### config.mk
export PLATFORM = sky130hd
export DESIGN_NAME = object_control
export DESIGN_NICKNAME = d
export VERILOG_FILES = /design/src/pkg/objctl_pkg.sv /design/src/pkg/stat_if.sv /design/src/rtl/stat_counters.sv /design/src/rtl/object_control.sv
export SDC_FILE = /design/constraint.sdc
export NUM_CORES = 1
export LEC_CHECK = 0
export BUFFER_PORTS_ARGS = -buffer_cell sky130_fd_sc_hd__buf_4
export CAP_MARGIN = 5
export CORE_MARGIN = 2
export CORE_UTILIZATION = 30
export CTS_CLUSTER_DIAMETER = 200
export DETAILED_ROUTE_END_ITERATION = 8
export PLACE_DENSITY_LB_ADDON = 0.05
export SLEW_MARGIN = 20
export SYNTH_ARGS = -nofsm -noshare
export SYNTH_HDL_FRONTEND = slang
export SYNTH_SLANG_ARGS = --single-unit
### constraint.sdc
create_clock -name sys_clk -period 3.83 [get_ports sys_clk]
set_clock_uncertainty 0.1 [all_clocks]
set_input_delay 0.1915 -clock sys_clk [delete_from_list [all_inputs] [get_ports sys_clk]]
set_output_delay 0.1915 -clock sys_clk [all_outputs]
set_load 0.03 [all_outputs]
### src/pkg/objctl_pkg.sv
package objctl_pkg;
  // Clock and timebase.
  localparam int CLK_PERIOD_NS = 100;
  localparam int TICK_MS = 20;
  localparam int TICK_CYCLES_DEF = TICK_MS * 1000000 / CLK_PERIOD_NS;
  localparam int SET_W = 15;

  // Register byte offsets.
  localparam logic [7:0] REG_CTRL = 8'h00;
  localparam logic [7:0] REG_TRAVERSE = 8'h04;
  localparam logic [7:0] REG_CLOSE_LEN = 8'h08;
  localparam logic [7:0] REG_OPEN_LEN = 8'h0c;
  localparam logic [7:0] REG_TIMEOUT = 8'h10;
  localparam logic [7:0] REG_FTRIP_LEN = 8'h14;
  localparam logic [7:0] REG_COMMAND = 8'h18;
  localparam logic [7:0] REG_STATUS = 8'h1c;
  localparam logic [7:0] REG_OPEN_OK = 8'h20;
  localparam logic [7:0] REG_CLOSE_OK = 8'h24;
  localparam logic [7:0] REG_OPEN_FAIL = 8'h28;
  localparam logic [7:0] REG_CLOSE_FAIL = 8'h2c;

  // Control register fields.
  localparam int CTRL_TYPE_LSB = 0;
  localparam int CTRL_SYNC_BIT = 2;
  localparam int CTRL_READY_LSB = 3;
  localparam int CTRL_LEVEL_LSB = 5;
  localparam int CTRL_W = 7;
  // Command register fields.
  localparam int CMD_OPEN_BIT = 0;
  localparam int CMD_CLOSE_BIT = 1;
  localparam int CMD_CLEAR_BIT = 2;

  // Object types.
  localparam logic [1:0] TYPE_WITHDRAWABLE = 2'h0;
  localparam logic [1:0] TYPE_BREAKER = 2'h1;
  localparam logic [1:0] TYPE_DISC_MAIN = 2'h2;
  localparam logic [1:0] TYPE_DISC_EARTH = 2'h3;
  // Ready check modes.
  localparam logic [1:0] READY_HIGH = 2'h0;
  localparam logic [1:0] READY_LOW = 2'h1;
  localparam logic [1:0] READY_OFF = 2'h2;
  // Breaker status codes.
  localparam logic [1:0] BRK_INTERMEDIATE = 2'h0;
  localparam logic [1:0] BRK_OPEN = 2'h1;
  localparam logic [1:0] BRK_CLOSED = 2'h2;
  localparam logic [1:0] BRK_BAD = 2'h3;
  // Cart status code when the cart is not monitored.
  localparam logic [2:0] WD_NOT_IN_USE = 3'h4;
  // Access levels.
  localparam logic [1:0] LEVEL_CONFIGURATOR = 2'h2;

  // Default settings, times in ms and counts in ticks.
  localparam int TRAVERSE_DEF_MS = 200;
  localparam int PULSE_DEF_MS = 200;
  localparam int TIMEOUT_DEF_MS = 10000;
  localparam int FTRIP_DEF_MS = 200;
  localparam logic [SET_W-1:0] TRAVERSE_DEF = SET_W'(TRAVERSE_DEF_MS / TICK_MS);
  localparam logic [SET_W-1:0] PULSE_DEF = SET_W'(PULSE_DEF_MS / TICK_MS);
  localparam logic [SET_W-1:0] TIMEOUT_DEF = SET_W'(TIMEOUT_DEF_MS / TICK_MS);
  localparam logic [SET_W-1:0] FTRIP_DEF = SET_W'(FTRIP_DEF_MS / TICK_MS);
  localparam logic [CTRL_W-1:0] CTRL_DEF = {LEVEL_CONFIGURATOR, READY_OFF, 1'b0, TYPE_BREAKER};

  // Statistic counter indices.
  localparam int STAT_OPEN_OK = 0;
  localparam int STAT_CLOSE_OK = 1;
  localparam int STAT_OPEN_FAIL = 2;
  localparam int STAT_CLOSE_FAIL = 3;

  localparam logic [1:0] RESP_OKAY = 2'h0;
  localparam logic [1:0] RESP_SLVERR = 2'h2;

  typedef enum logic [1:0] {ST_IDLE, ST_OPENING, ST_CLOSING} ctl_state_type;
endpackage : objctl_pkg

### src/pkg/stat_if.sv
`timescale 1ns/1ns
interface stat_if;
  logic [3:0] inc;
  logic clr;
  logic busy;
  logic [3:0][31:0] cnt;
  modport owner (output inc, output clr, input busy, input cnt);
  modport counter (input inc, input clr, output busy, output cnt);
endinterface : stat_if

### src/rtl/stat_counters.sv
`timescale 1ns/1ns
module stat_counters (
  input wire logic sys_clk,
  input wire logic srst,
  stat_if.counter st
);
  import objctl_pkg::*;

  logic [3:0][31:0] cnt_r;
  logic busy_r;

  // Counters stop at the top instead of wrapping, so a huge count never reads as small.
  function automatic logic [31:0] sat_inc(input logic [31:0] v);
    return (v == 32'hffffffff) ? v : v + 32'h00000001;
  endfunction : sat_inc

  always_ff @(posedge sys_clk) begin
    if (srst) begin
      cnt_r <= '0;
    end else begin
      for (int i = 0; i < 4; i++) begin
        if (st.clr) begin
          cnt_r[i] <= {31'h0, st.inc[i]};
        end else if (st.inc[i]) begin
          cnt_r[i] <= sat_inc(cnt_r[i]);
        end
      end
    end
  end

  always_ff @(posedge sys_clk) begin
    if (srst) begin
      busy_r <= 1'b0;
    end else begin
      busy_r <= st.clr;
    end
  end

  assign st.cnt = cnt_r;
  assign st.busy = busy_r;
endmodule : stat_counters

### src/rtl/object_control.sv
// Our own choices: register access over AXI4-Lite and the register offsets.
`timescale 1ns/1ns
// What this block does
// - Four 32-bit counters of good and failed open and close requests.
// - Writing clear sets all counters to zero, or to one where a count lands in the same cycle; the clear bit returns to 0.
// - Withdrawable breaker: cart and breaker monitored, close checked for ready and sync.
// - Fixed breaker: breaker monitored and controlled with checks, cart not monitored.
// - Main disconnector indicates and controls; earthing switch only indicates.
// - Open and close go out as pulses on two separate relay drives.
// - Traverse time default 0.2 s; expiry with both inputs gives bad status.
// - Traverse expiry with neither input active gives intermediate status.
// - Close pulse at most its set length, ends early once closed.
// - Open pulse at most its set length, ends early once open.
// - No status change within the shared timeout raises an error and ends control.
// - Final trip holds for its set length after a trip, until the next close command when zero.
// - Under autoreclose, final trip only when no further reclose is expected.
// - Panel control is gated by a required access level, default configurator.
// - Separate local open and close command inputs.
// - Separate remote open and close command inputs.
// - Application open and close command inputs.
// - Breaker status codes: 0 intermediate, 1 open, 2 closed, 3 bad.
// - Remote selection ignores local commands; local selection ignores remote ones.
// - With sync check enabled, close runs only while permission is active.
// - With ready check enabled, close runs only while ready has the set polarity.
module object_control #(
  parameter int TICK_CYCLES = objctl_pkg::TICK_CYCLES_DEF
) (
  input wire logic sys_clk,
  input wire logic srst,
  input wire logic [7:0] s_axi_awaddr,
  input wire logic s_axi_awvalid,
  output logic s_axi_awready,
  input wire logic [31:0] s_axi_wdata,
  input wire logic [3:0] s_axi_wstrb,
  input wire logic s_axi_wvalid,
  output logic s_axi_wready,
  output logic [1:0] s_axi_bresp,
  output logic s_axi_bvalid,
  input wire logic s_axi_bready,
  input wire logic [7:0] s_axi_araddr,
  input wire logic s_axi_arvalid,
  output logic s_axi_arready,
  output logic [31:0] s_axi_rdata,
  output logic [1:0] s_axi_rresp,
  output logic s_axi_rvalid,
  input wire logic s_axi_rready,
  input wire logic open_status_in,
  input wire logic close_status_in,
  input wire logic cart_inserted_input,
  input wire logic cart_removed_input,
  input wire logic ready_in,
  input wire logic sync_ok_in,
  input wire logic remote_selected,
  input wire logic local_open,
  input wire logic local_close,
  input wire logic remote_open,
  input wire logic remote_close,
  input wire logic app_open,
  input wire logic app_close,
  input wire logic reclose_expected,
  input wire logic [1:0] panel_access_level,
  output logic open_cmd,
  output logic close_cmd,
  output logic final_trip,
  output logic ctrl_fail_event,
  output logic [1:0] breaker_status,
  output logic [2:0] cart_status
);
  import objctl_pkg::*;

  stat_if st ();
  stat_counters u_stat (.sys_clk(sys_clk), .srst(srst), .st(st));

  logic [CTRL_W-1:0] ctrl_r;
  logic [SET_W-1:0] traverse_r, close_len_r, open_len_r, timeout_r, ftrip_len_r;
  logic aw_got_r, w_got_r, bvalid_r, rvalid_r, clear_busy_r;
  logic [7:0] awaddr_r;
  logic [31:0] wdata_r, rdata_r;
  logic [3:0] wstrb_r;
  logic [1:0] bresp_r, rresp_r;
  logic wr_fire, wr_hit, rd_hit, panel_open_r, panel_close_r;
  logic [31:0] rd_val;

  function automatic logic known_reg(input logic [7:0] a);
    return a[1:0] == 2'h0 && a <= REG_CLOSE_FAIL;
  endfunction : known_reg

  function automatic logic [SET_W-1:0] put_set(input logic [SET_W-1:0] old,
                                               input logic [31:0] d, input logic [3:0] s);
    logic [31:0] v;
    v = {17'h0, old};
    for (int b = 0; b < 2; b++) begin
      if (s[b]) v[8*b +: 8] = d[8*b +: 8];
    end
    return v[SET_W-1:0];
  endfunction : put_set

  // The two write channels are taken in either order and held until both are in.
  assign s_axi_awready = !aw_got_r;
  assign s_axi_wready = !w_got_r;
  assign wr_fire = aw_got_r && w_got_r && !bvalid_r;
  assign wr_hit = known_reg(awaddr_r) && awaddr_r != REG_STATUS;
  assign rd_hit = known_reg(s_axi_araddr);
  assign s_axi_bvalid = bvalid_r;
  assign s_axi_bresp = bresp_r;
  assign s_axi_arready = !rvalid_r;
  assign s_axi_rvalid = rvalid_r;
  assign s_axi_rdata = rdata_r;
  assign s_axi_rresp = rresp_r;

  always_ff @(posedge sys_clk) begin
    if (srst) begin
      aw_got_r <= 1'b0;
      w_got_r <= 1'b0;
      bvalid_r <= 1'b0;
      bresp_r <= RESP_OKAY;
      awaddr_r <= 8'h00;
      wdata_r <= 32'h00000000;
      wstrb_r <= 4'h0;
    end else begin
      if (s_axi_awvalid && !aw_got_r) begin
        aw_got_r <= 1'b1;
        awaddr_r <= s_axi_awaddr;
      end
      if (s_axi_wvalid && !w_got_r) begin
        w_got_r <= 1'b1;
        wdata_r <= s_axi_wdata;
        wstrb_r <= s_axi_wstrb;
      end
      if (wr_fire) begin
        aw_got_r <= 1'b0;
        w_got_r <= 1'b0;
        bvalid_r <= 1'b1;
        bresp_r <= wr_hit ? RESP_OKAY : RESP_SLVERR;
      end else if (bvalid_r && s_axi_bready) begin
        bvalid_r <= 1'b0;
      end
    end
  end

  always_ff @(posedge sys_clk) begin
    if (srst) begin
      ctrl_r <= CTRL_DEF;
      traverse_r <= TRAVERSE_DEF;
      close_len_r <= PULSE_DEF;
      open_len_r <= PULSE_DEF;
      timeout_r <= TIMEOUT_DEF;
      ftrip_len_r <= FTRIP_DEF;
    end else if (wr_fire) begin
      unique case (awaddr_r)
        REG_CTRL: if (wstrb_r[0]) ctrl_r <= wdata_r[CTRL_W-1:0];
        REG_TRAVERSE: traverse_r <= put_set(traverse_r, wdata_r, wstrb_r);
        REG_CLOSE_LEN: close_len_r <= put_set(close_len_r, wdata_r, wstrb_r);
        REG_OPEN_LEN: open_len_r <= put_set(open_len_r, wdata_r, wstrb_r);
        REG_TIMEOUT: timeout_r <= put_set(timeout_r, wdata_r, wstrb_r);
        REG_FTRIP_LEN: ftrip_len_r <= put_set(ftrip_len_r, wdata_r, wstrb_r);
        default: ;
      endcase
    end
  end

  // Panel commands and statistics clear are write strobes of the command register.
  logic cmd_wr, level_ok;
  assign cmd_wr = wr_fire && awaddr_r == REG_COMMAND && wstrb_r[0];
  assign level_ok = panel_access_level >= ctrl_r[CTRL_LEVEL_LSB +: 2];
  always_ff @(posedge sys_clk) begin
    if (srst) begin
      panel_open_r <= 1'b0;
      panel_close_r <= 1'b0;
      clear_busy_r <= 1'b0;
    end else begin
      panel_open_r <= cmd_wr && wdata_r[CMD_OPEN_BIT] && level_ok;
      panel_close_r <= cmd_wr && wdata_r[CMD_CLOSE_BIT] && level_ok;
      if (cmd_wr && wdata_r[CMD_CLEAR_BIT]) begin
        clear_busy_r <= 1'b1;
      end else if (st.busy) begin
        clear_busy_r <= 1'b0;
      end
    end
  end
  assign st.clr = cmd_wr && wdata_r[CMD_CLEAR_BIT];

  // Timebase tick.
  logic [17:0] tick_cnt_r;
  logic tick;
  assign tick = tick_cnt_r == 18'(TICK_CYCLES - 1);
  always_ff @(posedge sys_clk) begin
    if (srst || tick) begin
      tick_cnt_r <= 18'h00000;
    end else begin
      tick_cnt_r <= tick_cnt_r + 18'h00001;
    end
  end

  // Position decode: a lost or doubled status is shown only after the traverse time.
  logic [1:0] obj_type, brk_raw, brk_r;
  logic [SET_W-1:0] trav_cnt_r;
  logic trav_expired, is_breaker;
  assign obj_type = ctrl_r[CTRL_TYPE_LSB +: 2];
  assign is_breaker = obj_type == TYPE_WITHDRAWABLE || obj_type == TYPE_BREAKER;
  assign brk_raw = {close_status_in, open_status_in};
  assign trav_expired = trav_cnt_r >= traverse_r;
  always_ff @(posedge sys_clk) begin
    if (srst) begin
      brk_r <= BRK_INTERMEDIATE;
      trav_cnt_r <= '0;
    end else if (brk_raw == BRK_OPEN || brk_raw == BRK_CLOSED) begin
      brk_r <= brk_raw;
      trav_cnt_r <= '0;
    end else if (trav_expired) begin
      brk_r <= brk_raw;
    end else if (tick) begin
      trav_cnt_r <= trav_cnt_r + 1'b1;
    end
  end
  assign breaker_status = brk_r;
  // Cart position is monitored for the withdrawable type only.
  always_ff @(posedge sys_clk) begin
    if (srst) begin
      cart_status <= WD_NOT_IN_USE;
    end else if (obj_type == TYPE_WITHDRAWABLE) begin
      cart_status <= {1'b0, cart_inserted_input, cart_removed_input};
    end else begin
      cart_status <= WD_NOT_IN_USE;
    end
  end

  // Command sources; a request is the rising edge of a permitted source.
  logic [1:0] src_open, src_close;
  logic [2:0] open_src_d_r, close_src_d_r;
  logic [2:0] open_src, close_src;
  logic req_open, req_close, close_ok, ready_ok, sync_ok;
  assign open_src = {app_open, remote_open && remote_selected,
                     local_open && !remote_selected};
  assign close_src = {app_close, remote_close && remote_selected,
                      local_close && !remote_selected};
  always_ff @(posedge sys_clk) begin
    if (srst) begin
      open_src_d_r <= 3'h0;
      close_src_d_r <= 3'h0;
    end else begin
      open_src_d_r <= open_src;
      close_src_d_r <= close_src;
    end
  end
  assign src_open = {|(open_src & ~open_src_d_r), panel_open_r};
  assign src_close = {|(close_src & ~close_src_d_r), panel_close_r};
  assign req_open = |src_open && obj_type != TYPE_DISC_EARTH;
  assign req_close = |src_close && obj_type != TYPE_DISC_EARTH;
  assign ready_ok = !is_breaker || ctrl_r[CTRL_READY_LSB +: 2] == READY_OFF
                    || (ready_in ^ (ctrl_r[CTRL_READY_LSB +: 2] == READY_LOW));
  assign sync_ok = !is_breaker || !ctrl_r[CTRL_SYNC_BIT] || sync_ok_in;
  assign close_ok = ready_ok && sync_ok;

  // Operation state machine: pulse length and termination timeout run side by side.
  ctl_state_type state_r;
  logic [SET_W-1:0] pulse_cnt_r, to_cnt_r;
  logic reached, timed_out, open_done;
  assign reached = (state_r == ST_OPENING && brk_r == BRK_OPEN)
                   || (state_r == ST_CLOSING && brk_r == BRK_CLOSED);
  assign timed_out = state_r != ST_IDLE && !reached && to_cnt_r >= timeout_r;
  assign open_done = state_r == ST_OPENING && reached;
  always_ff @(posedge sys_clk) begin
    if (srst) begin
      state_r <= ST_IDLE;
      open_cmd <= 1'b0;
      close_cmd <= 1'b0;
      pulse_cnt_r <= '0;
      to_cnt_r <= '0;
      ctrl_fail_event <= 1'b0;
    end else begin
      ctrl_fail_event <= timed_out;
      unique case (state_r)
        ST_IDLE: begin
          pulse_cnt_r <= '0;
          to_cnt_r <= '0;
          if (req_open) begin
            state_r <= ST_OPENING;
            open_cmd <= 1'b1;
          end else if (req_close && close_ok) begin
            state_r <= ST_CLOSING;
            close_cmd <= 1'b1;
          end
        end
        ST_OPENING, ST_CLOSING: begin
          if (tick) begin
            pulse_cnt_r <= pulse_cnt_r + 1'b1;
            to_cnt_r <= to_cnt_r + 1'b1;
          end
          if (reached || timed_out) begin
            state_r <= ST_IDLE;
            open_cmd <= 1'b0;
            close_cmd <= 1'b0;
          end else if (pulse_cnt_r >= open_len_r && state_r == ST_OPENING) begin
            open_cmd <= 1'b0;
          end else if (pulse_cnt_r >= close_len_r && state_r == ST_CLOSING) begin
            close_cmd <= 1'b0;
          end
        end
      endcase
    end
  end

  // Statistics strobes.
  assign st.inc[STAT_OPEN_OK] = open_done;
  assign st.inc[STAT_CLOSE_OK] = state_r == ST_CLOSING && reached;
  assign st.inc[STAT_OPEN_FAIL] = timed_out && state_r == ST_OPENING;
  assign st.inc[STAT_CLOSE_FAIL] = (timed_out && state_r == ST_CLOSING)
                                   || (state_r == ST_IDLE && !req_open && req_close && !close_ok);

  // A zero length keeps final trip on until the next close command starts.
  logic [SET_W-1:0] ftrip_cnt_r;
  always_ff @(posedge sys_clk) begin
    if (srst) begin
      final_trip <= 1'b0;
      ftrip_cnt_r <= '0;
    end else if (open_done && !reclose_expected) begin
      final_trip <= 1'b1;
      ftrip_cnt_r <= '0;
    end else if (close_cmd || (final_trip && ftrip_len_r != '0 && ftrip_cnt_r >= ftrip_len_r)) begin
      final_trip <= 1'b0;
    end else if (final_trip && tick) begin
      ftrip_cnt_r <= ftrip_cnt_r + 1'b1;
    end
  end

  // Register read mux.
  always_comb begin
    rd_val = 32'h00000000;
    unique case (s_axi_araddr)
      REG_CTRL: rd_val = {25'h0, ctrl_r};
      REG_TRAVERSE: rd_val = {17'h0, traverse_r};
      REG_CLOSE_LEN: rd_val = {17'h0, close_len_r};
      REG_OPEN_LEN: rd_val = {17'h0, open_len_r};
      REG_TIMEOUT: rd_val = {17'h0, timeout_r};
      REG_FTRIP_LEN: rd_val = {17'h0, ftrip_len_r};
      REG_COMMAND: rd_val = {29'h0, clear_busy_r, 2'h0};
      REG_STATUS: rd_val = {23'h0, state_r != ST_IDLE, final_trip, close_cmd, open_cmd,
                            cart_status, brk_r};
      REG_OPEN_OK: rd_val = st.cnt[STAT_OPEN_OK];
      REG_CLOSE_OK: rd_val = st.cnt[STAT_CLOSE_OK];
      REG_OPEN_FAIL: rd_val = st.cnt[STAT_OPEN_FAIL];
      REG_CLOSE_FAIL: rd_val = st.cnt[STAT_CLOSE_FAIL];
      default: rd_val = 32'h00000000;
    endcase
  end
  always_ff @(posedge sys_clk) begin
    if (srst) begin
      rvalid_r <= 1'b0;
      rdata_r <= 32'h00000000;
      rresp_r <= RESP_OKAY;
    end else if (s_axi_arvalid && !rvalid_r) begin
      rvalid_r <= 1'b1;
      rdata_r <= rd_val;
      rresp_r <= rd_hit ? RESP_OKAY : RESP_SLVERR;
    end else if (rvalid_r && s_axi_rready) begin
      rvalid_r <= 1'b0;
    end
  end
endmodule : object_control

==> results.md, run 1 <==
* Status: completed
* Worst path required time at 4.24 ns
* Async SR Flop Fraction at 0%
* CP Max Fanout at 57
* # DRC at 0
* Via Count at 17200
* Post-CTS sizing at 0
* Crit path capture type: flop
* Htree depth at 2
* DR pass1 iterations at 7
* Fillers at 6570
* Pleak at 0.00838 uW
* Num ports at 125
* Worst vdd ir at 277 uV
* Avg Inst Size Synth at 8.43 sq um
* Die W at 256 microns
* Kind of critical path: flop to flop
* EDFF count, synth at 0
* Setup WS pre-CTS at 0.656 ns
* Die Y-Extent at 256 microns
* # hold bufs at CTS at 44
* Seq/Total Area, Yosys at 39.1%
* Clock Sinks at 372
* Clk pin slew, worst setup/hold paths at 0.06 ns
* Post-Syn Instances at 2256
* Final hold slack at 0.194 ns
* Detailed Place HPWL at 50.7 mm
* Die Area at 0.0654 sq mm
* Dominant synthesized flop cell: dfxtp_1
* TritonCTS Buffers at 46
* Fmax at 0.310 GHz
* Post-route clock period utilization at 84.1%
* Number of setup violations in the final report at 0
* DRT antenna net count at 0
* Setup bufs post-CTS at 0
* Final WS setup at 0.607 ns
* Final hold violations at 0
* Quantity of I/O buffers inserted on ports at 103
* RePlAce Congestion at 0.824
* Final WL at 68.3 mm
* Warnings, synthesis at 0
* Root Buffer Master: clkbuf_16
* Core Area at 0.0629 sq mm
* Max clock buf depth at 3
* Arrival @ worst endpoint at 3.63 ns
* Max-Cap Viols at 0
* Startpoint Class: flop
* Rows at 92
* Syn-to-layout area delta at 19.0%
* Max Slew Vio Count at 0
* Cell area power density at 386 mW/mm^2
* TritonCTS clock tree: yes
* Slew headroom at 24.2%
* Total Nets Final at 2544
* Total track usage at 20.5%
* GRT overflow at 0
* Final setup TNS at 0 ns
* #FFs+latches synth at 372
* Antenna violations before repair at 2
* Mapped cell area at 0.0190 sq mm
* Vias in the first global route at 16600
* RSZ-0062 raised after global routing: false
* Avg Vias per Cell at 5.27
* Largest net degree at the start of global routing at 70
* Initial core utilization at 30.3%
* Layout cells sized above 1 at 10.3%
* Post-synth cell types at 79
* Crit path time final at 3.22 ns
* Clk_lat worst skew at 0.58 ns
* First-pass GRT wire length at 104 mm
* Slew @ Worst Pin at 1.13 ns
* Number of flip-flops under the largest register name at 128
* Starting DRC count in detailed routing at 1159
* Worst hold path class: input port to flop
* Drt wl/cell at 21.0 microns
-- per-stage QoR --
stage / instances / area (sq um) / total power, uW / util, %
floorplan: 2257 / 19000 / 4310 / -
global placement: 3134 / 20700 / 4530 / 33.0
detailed placement: 3134 / 20700 / 4540 / 33.0
CTS: 3255 / 22600 / 8880 / 36.0
global route: 3255 / 22600 / 9060 / 36.0
finish: 3256 / 22600 / 8730 / 36.0
-- cells by family (layout without fill, tap and decap cells) --
group                    count (synthesis)  after routing  synth area share (%)
AO/OA/AOI/OAI                          463            463                  15.7
XOR/XNOR                                98             98                  4.51
adder cells (fa/ha/maj)                 89             89                  5.85
buffers and inverters                  220            372                  4.70
flip-flops                             372            372                  39.1
multiplexers                           100            100                  5.26
other                                    1              3                0.0197
AND/OR/NAND/NOR                        913            913                  24.8
-- synthesized netlist by cell type (7+ instances only) --
master | instances | area share, %
nor4_1 | 23 | 0.76
nand4_1 | 66 | 2.2
o31ai_1 | 19 | 0.75
a222oi_1 | 11 | 0.58
nand2_1 | 196 | 3.9
dfxtp_1 | 372 | 39
o21ai_0 | 71 | 1.9
a31oi_1 | 11 | 0.36
a21o_1 | 14 | 0.55
a211oi_1 | 7 | 0.28
clkbuf_1 | 76 | 1.5
inv_1 | 107 | 2.1
nor3_1 | 28 | 0.74
or3_1 | 57 | 1.9
nor4b_1 | 7 | 0.32
o21a_1 | 7 | 0.28
xor2_1 | 69 | 3.2
nand2b_1 | 25 | 0.82
ha_1 | 89 | 5.9
nor2b_1 | 14 | 0.46
a221oi_1 | 16 | 0.74
mux2i_1 | 100 | 5.3
nand3_1 | 96 | 2.5
o211ai_1 | 17 | 0.67
a22o_1 | 16 | 0.74
xnor2_1 | 29 | 1.3
buf_1 | 10 | 0.20
and2_1 | 24 | 0.79
nor2_1 | 249 | 4.9
a22oi_1 | 64 | 2.5
and3_1 | 42 | 1.4
or4_1 | 25 | 0.99
and4_1 | 21 | 0.97
a21oi_1 | 172 | 4.5
buf_2 | 18 | 0.47
-- critical path: stages (launching register included) --
cell and delay [ns]:
dfxtp_1 0.37, inv_1 0.11, ha_1 0.31, and3_1 0.18
a221o_1 0.17, o311ai_1 0.12, a21oi_2 0.65, a31oi_4 0.21
buf_12 0.24, or4_1 0.51, a21oi_1 0.15
-- power breakdown --
group | internal [uW] | switching, uW | leakage, uW
combinational | 189 | 307 | 0.00466
sequential | 3910 | 73.5 | 0.00300
clock | 2510 | 1740 | 0.000719
total | 6610 | 2120 | 0.00838
-- worst paths after layout --
kind | slack [ns] | endpoint | depth (start not counted) | startpoint
max | 0.61 | u_stat.st.cnt[102] | 10 | timeout_r[11]
min | 0.19 | s_axi_rdata[2] | 5 | s_axi_araddr[6]
max reg2reg | 0.61 | u_stat.st.cnt[102] | 10 | timeout_r[11]
min reg2reg | 0.35 | s_axi_rdata[1] | 2 | s_axi_rdata[1]
-- cell usage in the layout (no fill, tap or decap), types with 71 or more instances in the layout --
master   count
o21ai_0     71
a21oi_1    171
buf_4      142
ha_1        89
nand2_1    195
mux2i_1    100
inv_1      107
nand3_1     96
dfxtp_1    372
nor2_1     248
-- cell type report --
cell class / instances / area, sq um / area share (%)
multi-input cells: 1665 / 10700 / 47.4
repair buffers: 188 / 1550 / 6.83
clock inverters: 9 / 81.3 / 0.359
flip-flops and latches: 372 / 7450 / 32.9
well taps: 846 / 1060 / 4.68
diodes: 1 / 2.50 / 0.0111
clock buffers: 68 / 1360 / 6.03
inverters: 107 / 402 / 1.77
-- layer usage --
layer	up-vias	share of wire, %	GRT usage (%)
met2	362	48	35.1
met1	8267	44	26.2
met5	-	0	0
li1	8416	-	-
met4	0	3.9	8.54
met3	111	4.1	2.49
Power figures use the tool's default switching activity.
==> run 2, diff against run 1 <==
- clock period: 3.83 -> 3.2 ns (I/O delays scaled with it)
==> run 2 against run 1 <==
Compared with the run above: setup slack got worse by 0.47 ns; total power increased by 22%; largest cell class unchanged; die area is the same; critical path depth is the same.
==> results.md, run 2 (synthesis gave the netlist of run 1 again) <==
* Status: completed
* Vias in the first global route at 16900
* Initial core utilization at 30.3%
* Crit path time final at 3.06 ns
* Setup bufs post-CTS at 0
* CP Max Fanout at 7
* Via Count at 17300
* Total Nets Final at 2575
* Max clock buf depth at 3
* Cell area power density at 464 mW/mm^2
* TritonCTS clock tree: yes
* Most common cell after layout, fill and taps aside: dfxtp_1
* Slew headroom at 33.9%
* GRT overflow at 0
* RSZ-0062 raised after global routing: false
* Clock Sinks at 372
* First-pass GRT wire length at 106 mm
* Root Buffer Master: clkbuf_16
* Combinational power share at 5.7%
* Worst hold path class: input port to flop
* Slew @ Worst Pin at 0.990 ns
* Final Total Pwr at 10700 uW
* Crit path capture type: flop
* Syn-to-layout area delta at 21.0%
* Max-Cap Viols at 0
* Kind of critical path: flop to flop
* CP Cell Sequence: inv_1 -> ha_1 -> and3_1 -> a221o_1 -> o311ai_1 -> a21oi_4 -> buf_4 -> or3b_2 -> a21oi_1 -> a311oi_1
* Worst path required time at 3.54 ns
* Avg Vias per Cell at 5.24
* Max Slew Vio Count at 0
* Commonest cells after routing, fill and taps aside: dfxtp_1 (372), nor2_1 (248), nand2_1 (194), a21oi_1 (171), buf_4 (165)
* Arrival @ worst endpoint at 3.39 ns
* Core Area at 0.0629 sq mm
* Total track usage at 21.1%
* Starting DRC count in detailed routing at 1011
* Die Area at 0.0654 sq mm
* Power share of the clock group at 49.6%
* Rows at 92
* Num ports at 125
* Internal Pwr Total at 8060 uW
* Number of setup violations in the final report at 0
* # DRC at 0
* Layout cells sized above 1 at 11.2%
* Fmax at 0.327 GHz
* Final hold violations at 0
* Number of flip-flops under the largest register name at 128
* TritonCTS Buffers at 47
* Post-route clock period utilization at 95.6%
* Die Y-Extent at 256 microns
* Psw at 2620 uW
* Detailed Place HPWL at 51.4 mm
* DRT antenna net count at 0
* Antenna violations before repair at 1
* Clk pin slew, worst setup/hold paths at 0.06 ns
* Clk_lat worst skew at 0.60 ns
* Reg power frac at 44.7%
* Final setup TNS at 0 ns
* Die W at 256 microns
* DR pass1 iterations at 5
* Worst vdd ir at 316 uV
* Pleak at 0.00859 uW
* Fillers at 6603
* CP max stage delay at 0.47 ns
* Switching Fraction at 24.5%
* Drt wl/cell at 21.2 microns
* Critical-path top delay cell: or3b_2
* Htree depth at 2
* Quantity of I/O buffers inserted on ports at 103
* RePlAce Congestion at 0.830
* Final WL at 69.7 mm
* Largest net degree at the start of global routing at 132
* Startpoint Class: flop
==> run 2: cell types whose count changed in the layout (fill, tap and decap cells not counted), sizes merged <==
cell	delta
diode	+2
dlygate4sd3	+1
inv	+2
clkbuf	+9
buf	+29
clkinv	-6
==> run 2: final cells by class <==
class | instances | area, sq um | area share, %
Multi-Input combinational cell | 1665 | 10700 | 46.7
Timing Repair Buffer | 218 | 1850 | 8.03
Antenna cell | 3 | 7.51 | 0.0326
Sequential cell | 372 | 7450 | 32.4
Clock buffer | 77 | 1440 | 6.26
Tap cell | 846 | 1060 | 4.60
Inverter | 107 | 402 | 1.75
Clock inverter | 5 | 68.8 | 0.299
==> run 2: per-layer routing <==
layer | wire [microns] | global-route usage [%]
met1 | 30500 | 26.4
met2 | 33600 | 35.9
met3 | 2540 | 2.84
met4 | 3040 | 9.58
met5 | 0 | 0
==> run 2: path summary, 6_finish.rpt <==
check | to | startpoint | slack (ns) | cells past startpoint
hold / removal | panel_close_r | panel_access_level[1] | 0.20 | 5
setup / recovery | open_cmd | timeout_r[11] | 0.14 | 10
setup reg to reg | open_cmd | timeout_r[11] | 0.14 | 10
hold reg to reg | s_axi_rdata[6] | s_axi_rdata[6] | 0.35 | 2
==> run 2: critical path: cells and delay by family, from the launching register on <==
kind / cells / cell delay, ns
AND/OR/NAND/NOR: 2 / 0.67
adder cells (fa/ha/maj): 1 / 0.33
flip-flops: 1 / 0.36
AO/OA/AOI/OAI: 5 / 1.14
buffers and inverters: 2 / 0.29
==> run 2: power by group through the flow <==
stage / clock network, uW / registers [uW] / logic [uW]
floorplan: 0 / 4850 / 308
detailed placement: 0 / 4870 / 572
global placement: 0 / 4870 / 565
global route: 5640 / 4780 / 669
CTS: 5470 / 4770 / 619
finish: 5290 / 4770 / 614
==> run 2: what timing repair did <==
action,in CTS,in global routing
endpoints found under the hold margin,73,0
gates resized for setup,0,1
setup endpoints to repair,0,11
hold buffers,45,0
==> run 2: through the flow <==
stage / instance area [sq um] / hold WS, ns / instances / setup WS (ns) / util (%)
2_1_floorplan: 19000 / 0.136 / 2257 / 0.600 / -
3_3_place_gp: 21000 / 0.247 / 3163 / 0.133 / 33.5
3_5_place_dp: 21000 / 0.261 / 3163 / 0.0601 / 33.5
4_1_cts: 23000 / 0.125 / 3290 / 0.0177 / 36.6
5_1_grt: 23000 / 0.232 / 3291 / 0.0633 / 36.6
6_report: 23000 / 0.197 / 3293 / 0.142 / 36.6
==> run 3, diff against run 2 <==
- SETUP_SLACK_MARGIN: not set -> 0.4
==> run 3 against run 2 <==
Compared with the run above: largest power group unchanged; combinational power grew 2%; clock power is essentially flat; sequential share of layout area shrank 0.73 points; count of clock-buffer cells in the layout is the same; largest cell class unchanged.
==> results.md, run 3 (synthesis gave the netlist of run 1 again) <==
* RePlAce Congestion at 0.830
* Crit path buffers/inverters at 4
* Kind of critical path: flop to flop
* GRT overflow at 0
* Crit path time final at 2.83 ns
* Clock Sinks at 372
* Starting DRC count in detailed routing at 1042
* Most common cell after layout, fill and taps aside: dfxtp_1
* DRT antenna net count at 0
* Worst Setup SP: timeout_r[11]
* Layout cells sized above 1 at 14.5%
* Quantity of I/O buffers inserted on ports at 103
* First-pass GRT wire length at 107 mm
* Cell family with most CP delay: simple AND/OR/NAND/NOR gates
* Die Y-Extent at 256 microns
* Slew headroom at 37.6%
* Slew @ Worst Pin at 0.934 ns
* Final hold violations at 0
* Startpoint Class: flop
* R2r worst-path depth at 12
* TritonCTS clock tree: yes
* Worst hold path class: input port to flop
* DR pass1 iterations at 5
* Fmax at 0.353 GHz
* Via Count at 17500
* Htree depth at 2
* Core Area at 0.0629 sq mm
* Clk_lat worst skew at 0.60 ns
* Status: completed
* Pleak at 0.00882 uW
* Reg power frac at 44.6%
* Initial core utilization at 30.3%
* Internal Pwr Total at 8060 uW
* Drt wl/cell at 21.5 microns
* Worst vdd ir at 325 uV
* Number of setup violations in the final report at 0
* Commonest cells after routing, fill and taps aside: dfxtp_1 (361), nor2_1 (248), nand2_1 (192), buf_4 (177), a21oi_1 (158)
* Number of flip-flops under the largest register name at 128
* Largest net degree at the start of global routing at 132
* TritonCTS Buffers at 47
* CP Max Fanout at 7
* Cell Area, Placed at 0.0210 sq mm
* # DRC at 0
* Combinational power share at 5.9%
* Crit path capture type: flop
* Antenna violations before repair at 1
* Root Buffer Master: clkbuf_16
* RSZ-0062 raised after global routing: true
* CP Cell Sequence: inv_4 -> ha_4 -> and3_4 -> a221o_1 -> o311ai_4 -> a21oi_4 -> buf_12 -> nand4_1 -> buf_6 -> buf_12 -> or4_4 -> a21oi_2
* Worst r2r src: timeout_r[11]
* Most frequent CP cell: buf_12
* Reg-to-reg setup timing slack at 0.37 ns
* Final setup TNS at 0 ns
* Reg-to-reg critical path endpoint: u_stat.st.cnt[91]
* Worst path required time at 3.61 ns
* Switching Fraction at 24.6%
* Psw at 2630 uW
* Rows at 92
* CP max stage delay at 0.48 ns
* Total track usage at 21.2%
* Worst Setup EP: u_stat.st.cnt[91]
* Detailed Place HPWL at 51.4 mm
* Die W at 256 microns
* Arrival @ worst endpoint at 3.24 ns
* Critical path depth in cells at 12
* Max-Cap Viols at 0
* Vias in the first global route at 17000
* Critical-path top delay cell: or4_4
* Cell area power density at 453 mW/mm^2
* Avg Vias per Cell at 5.28
* Max clock buf depth at 3
* Syn-to-layout area delta at 24.1%
* Power share of the clock group at 49.5%
* Total Nets Final at 2598
* Fillers at 6568
* Post-route cell area at 0.0236 sq mm
* Max Slew Vio Count at 0
* Final WL at 71.2 mm
* Num ports at 125
* Post-route clock period utilization at 88.6%
* Die Area at 0.0654 sq mm
* Clk pin slew, worst setup/hold paths at 0.06 ns
[run 3: cell count changes in the layout (fill, tap and decap cells not counted), sizes merged]
cell           change
buf               +19
clkbuf             +4
clkdlybuf4s15      +1
diode              -1
dlygate4sd3        -1
[run 3: layout make-up]
class | instances | area, sq um | area share (%)
clock buffer | 77 | 1440 | 6.11
antenna | 2 | 5.00 | 0.0212
timing repair buffer | 241 | 2160 | 9.16
inverter | 107 | 404 | 1.71
sequential | 372 | 7470 | 31.6
tap | 846 | 1060 | 4.48
multi-input combinational | 1665 | 11000 | 46.6
clock inverter | 5 | 68.8 | 0.292
[run 3: worst register-to-register path, stage by stage, from the launching register on]
cell,delay (ns)
dfxtp_4,0.36
inv_4,0.05
ha_4,0.26
and3_4,0.18
a221o_1,0.25
o311ai_4,0.13
a21oi_4,0.21
buf_12,0.16
nand4_1,0.12
buf_6,0.18
buf_12,0.14
or4_4,0.48
a21oi_2,0.12
[run 3: worst min path at each step]
stage,from,to,slack [ns],cells after the start
finish,panel_access_level[1],panel_close_r,0.19,5
global route,s_axi_awvalid,aw_got_r,0.23,3
CTS,s_axi_araddr[6],s_axi_rdata[2],0.13,5
detailed placement,s_axi_rready,s_axi_rvalid,0.26,2
global placement,s_axi_rready,s_axi_rvalid,0.25,2
floorplan,remote_selected,close_src_d_r[0],0.14,1
[run 3: metrics by stage]
step | setup WS, ns | hold WS (ns) | utilization, % | cells | power (uW)
floorplan | 0.600 | 0.136 | - | 2257 | 5150
global placement | 0.133 | 0.247 | 33.5 | 3163 | 5440
detailed placement | 0.0601 | 0.261 | 33.5 | 3163 | 5450
CTS | 0.396 | 0.125 | 36.8 | 3295 | 10900
global route | 0.299 | 0.232 | 37.6 | 3314 | 11100
finish | 0.366 | 0.191 | 37.6 | 3315 | 10700
[run 3: timing repair]
action	CTS	global route
endpoints found under the setup margin	81	83
hold endpoints to repair	73	0
resized for setup	19	58
cloned	1	6
buffers inserted	5	12
pin swaps	8	34
hold buffers	44	0
[run 3: power groups by stage]
stage	registers (uW)	clock network, uW	logic (uW)
CTS	4770	5470	627
floorplan	4850	0	308
global placement	4870	0	565
detailed placement	4870	0	572
global route	4770	5640	680
finish	4770	5290	626
[run 3: layer usage]
layer / track usage (%) / wire [microns] / vias to the layer above
met4: 9.86 / 3190 / 0
met1: 26.7 / 31100 / 8513
met5: 0 / 0 / -
met3: 2.89 / 2880 / 121
li1: - / - / 8513
met2: 36.0 / 34100 / 349
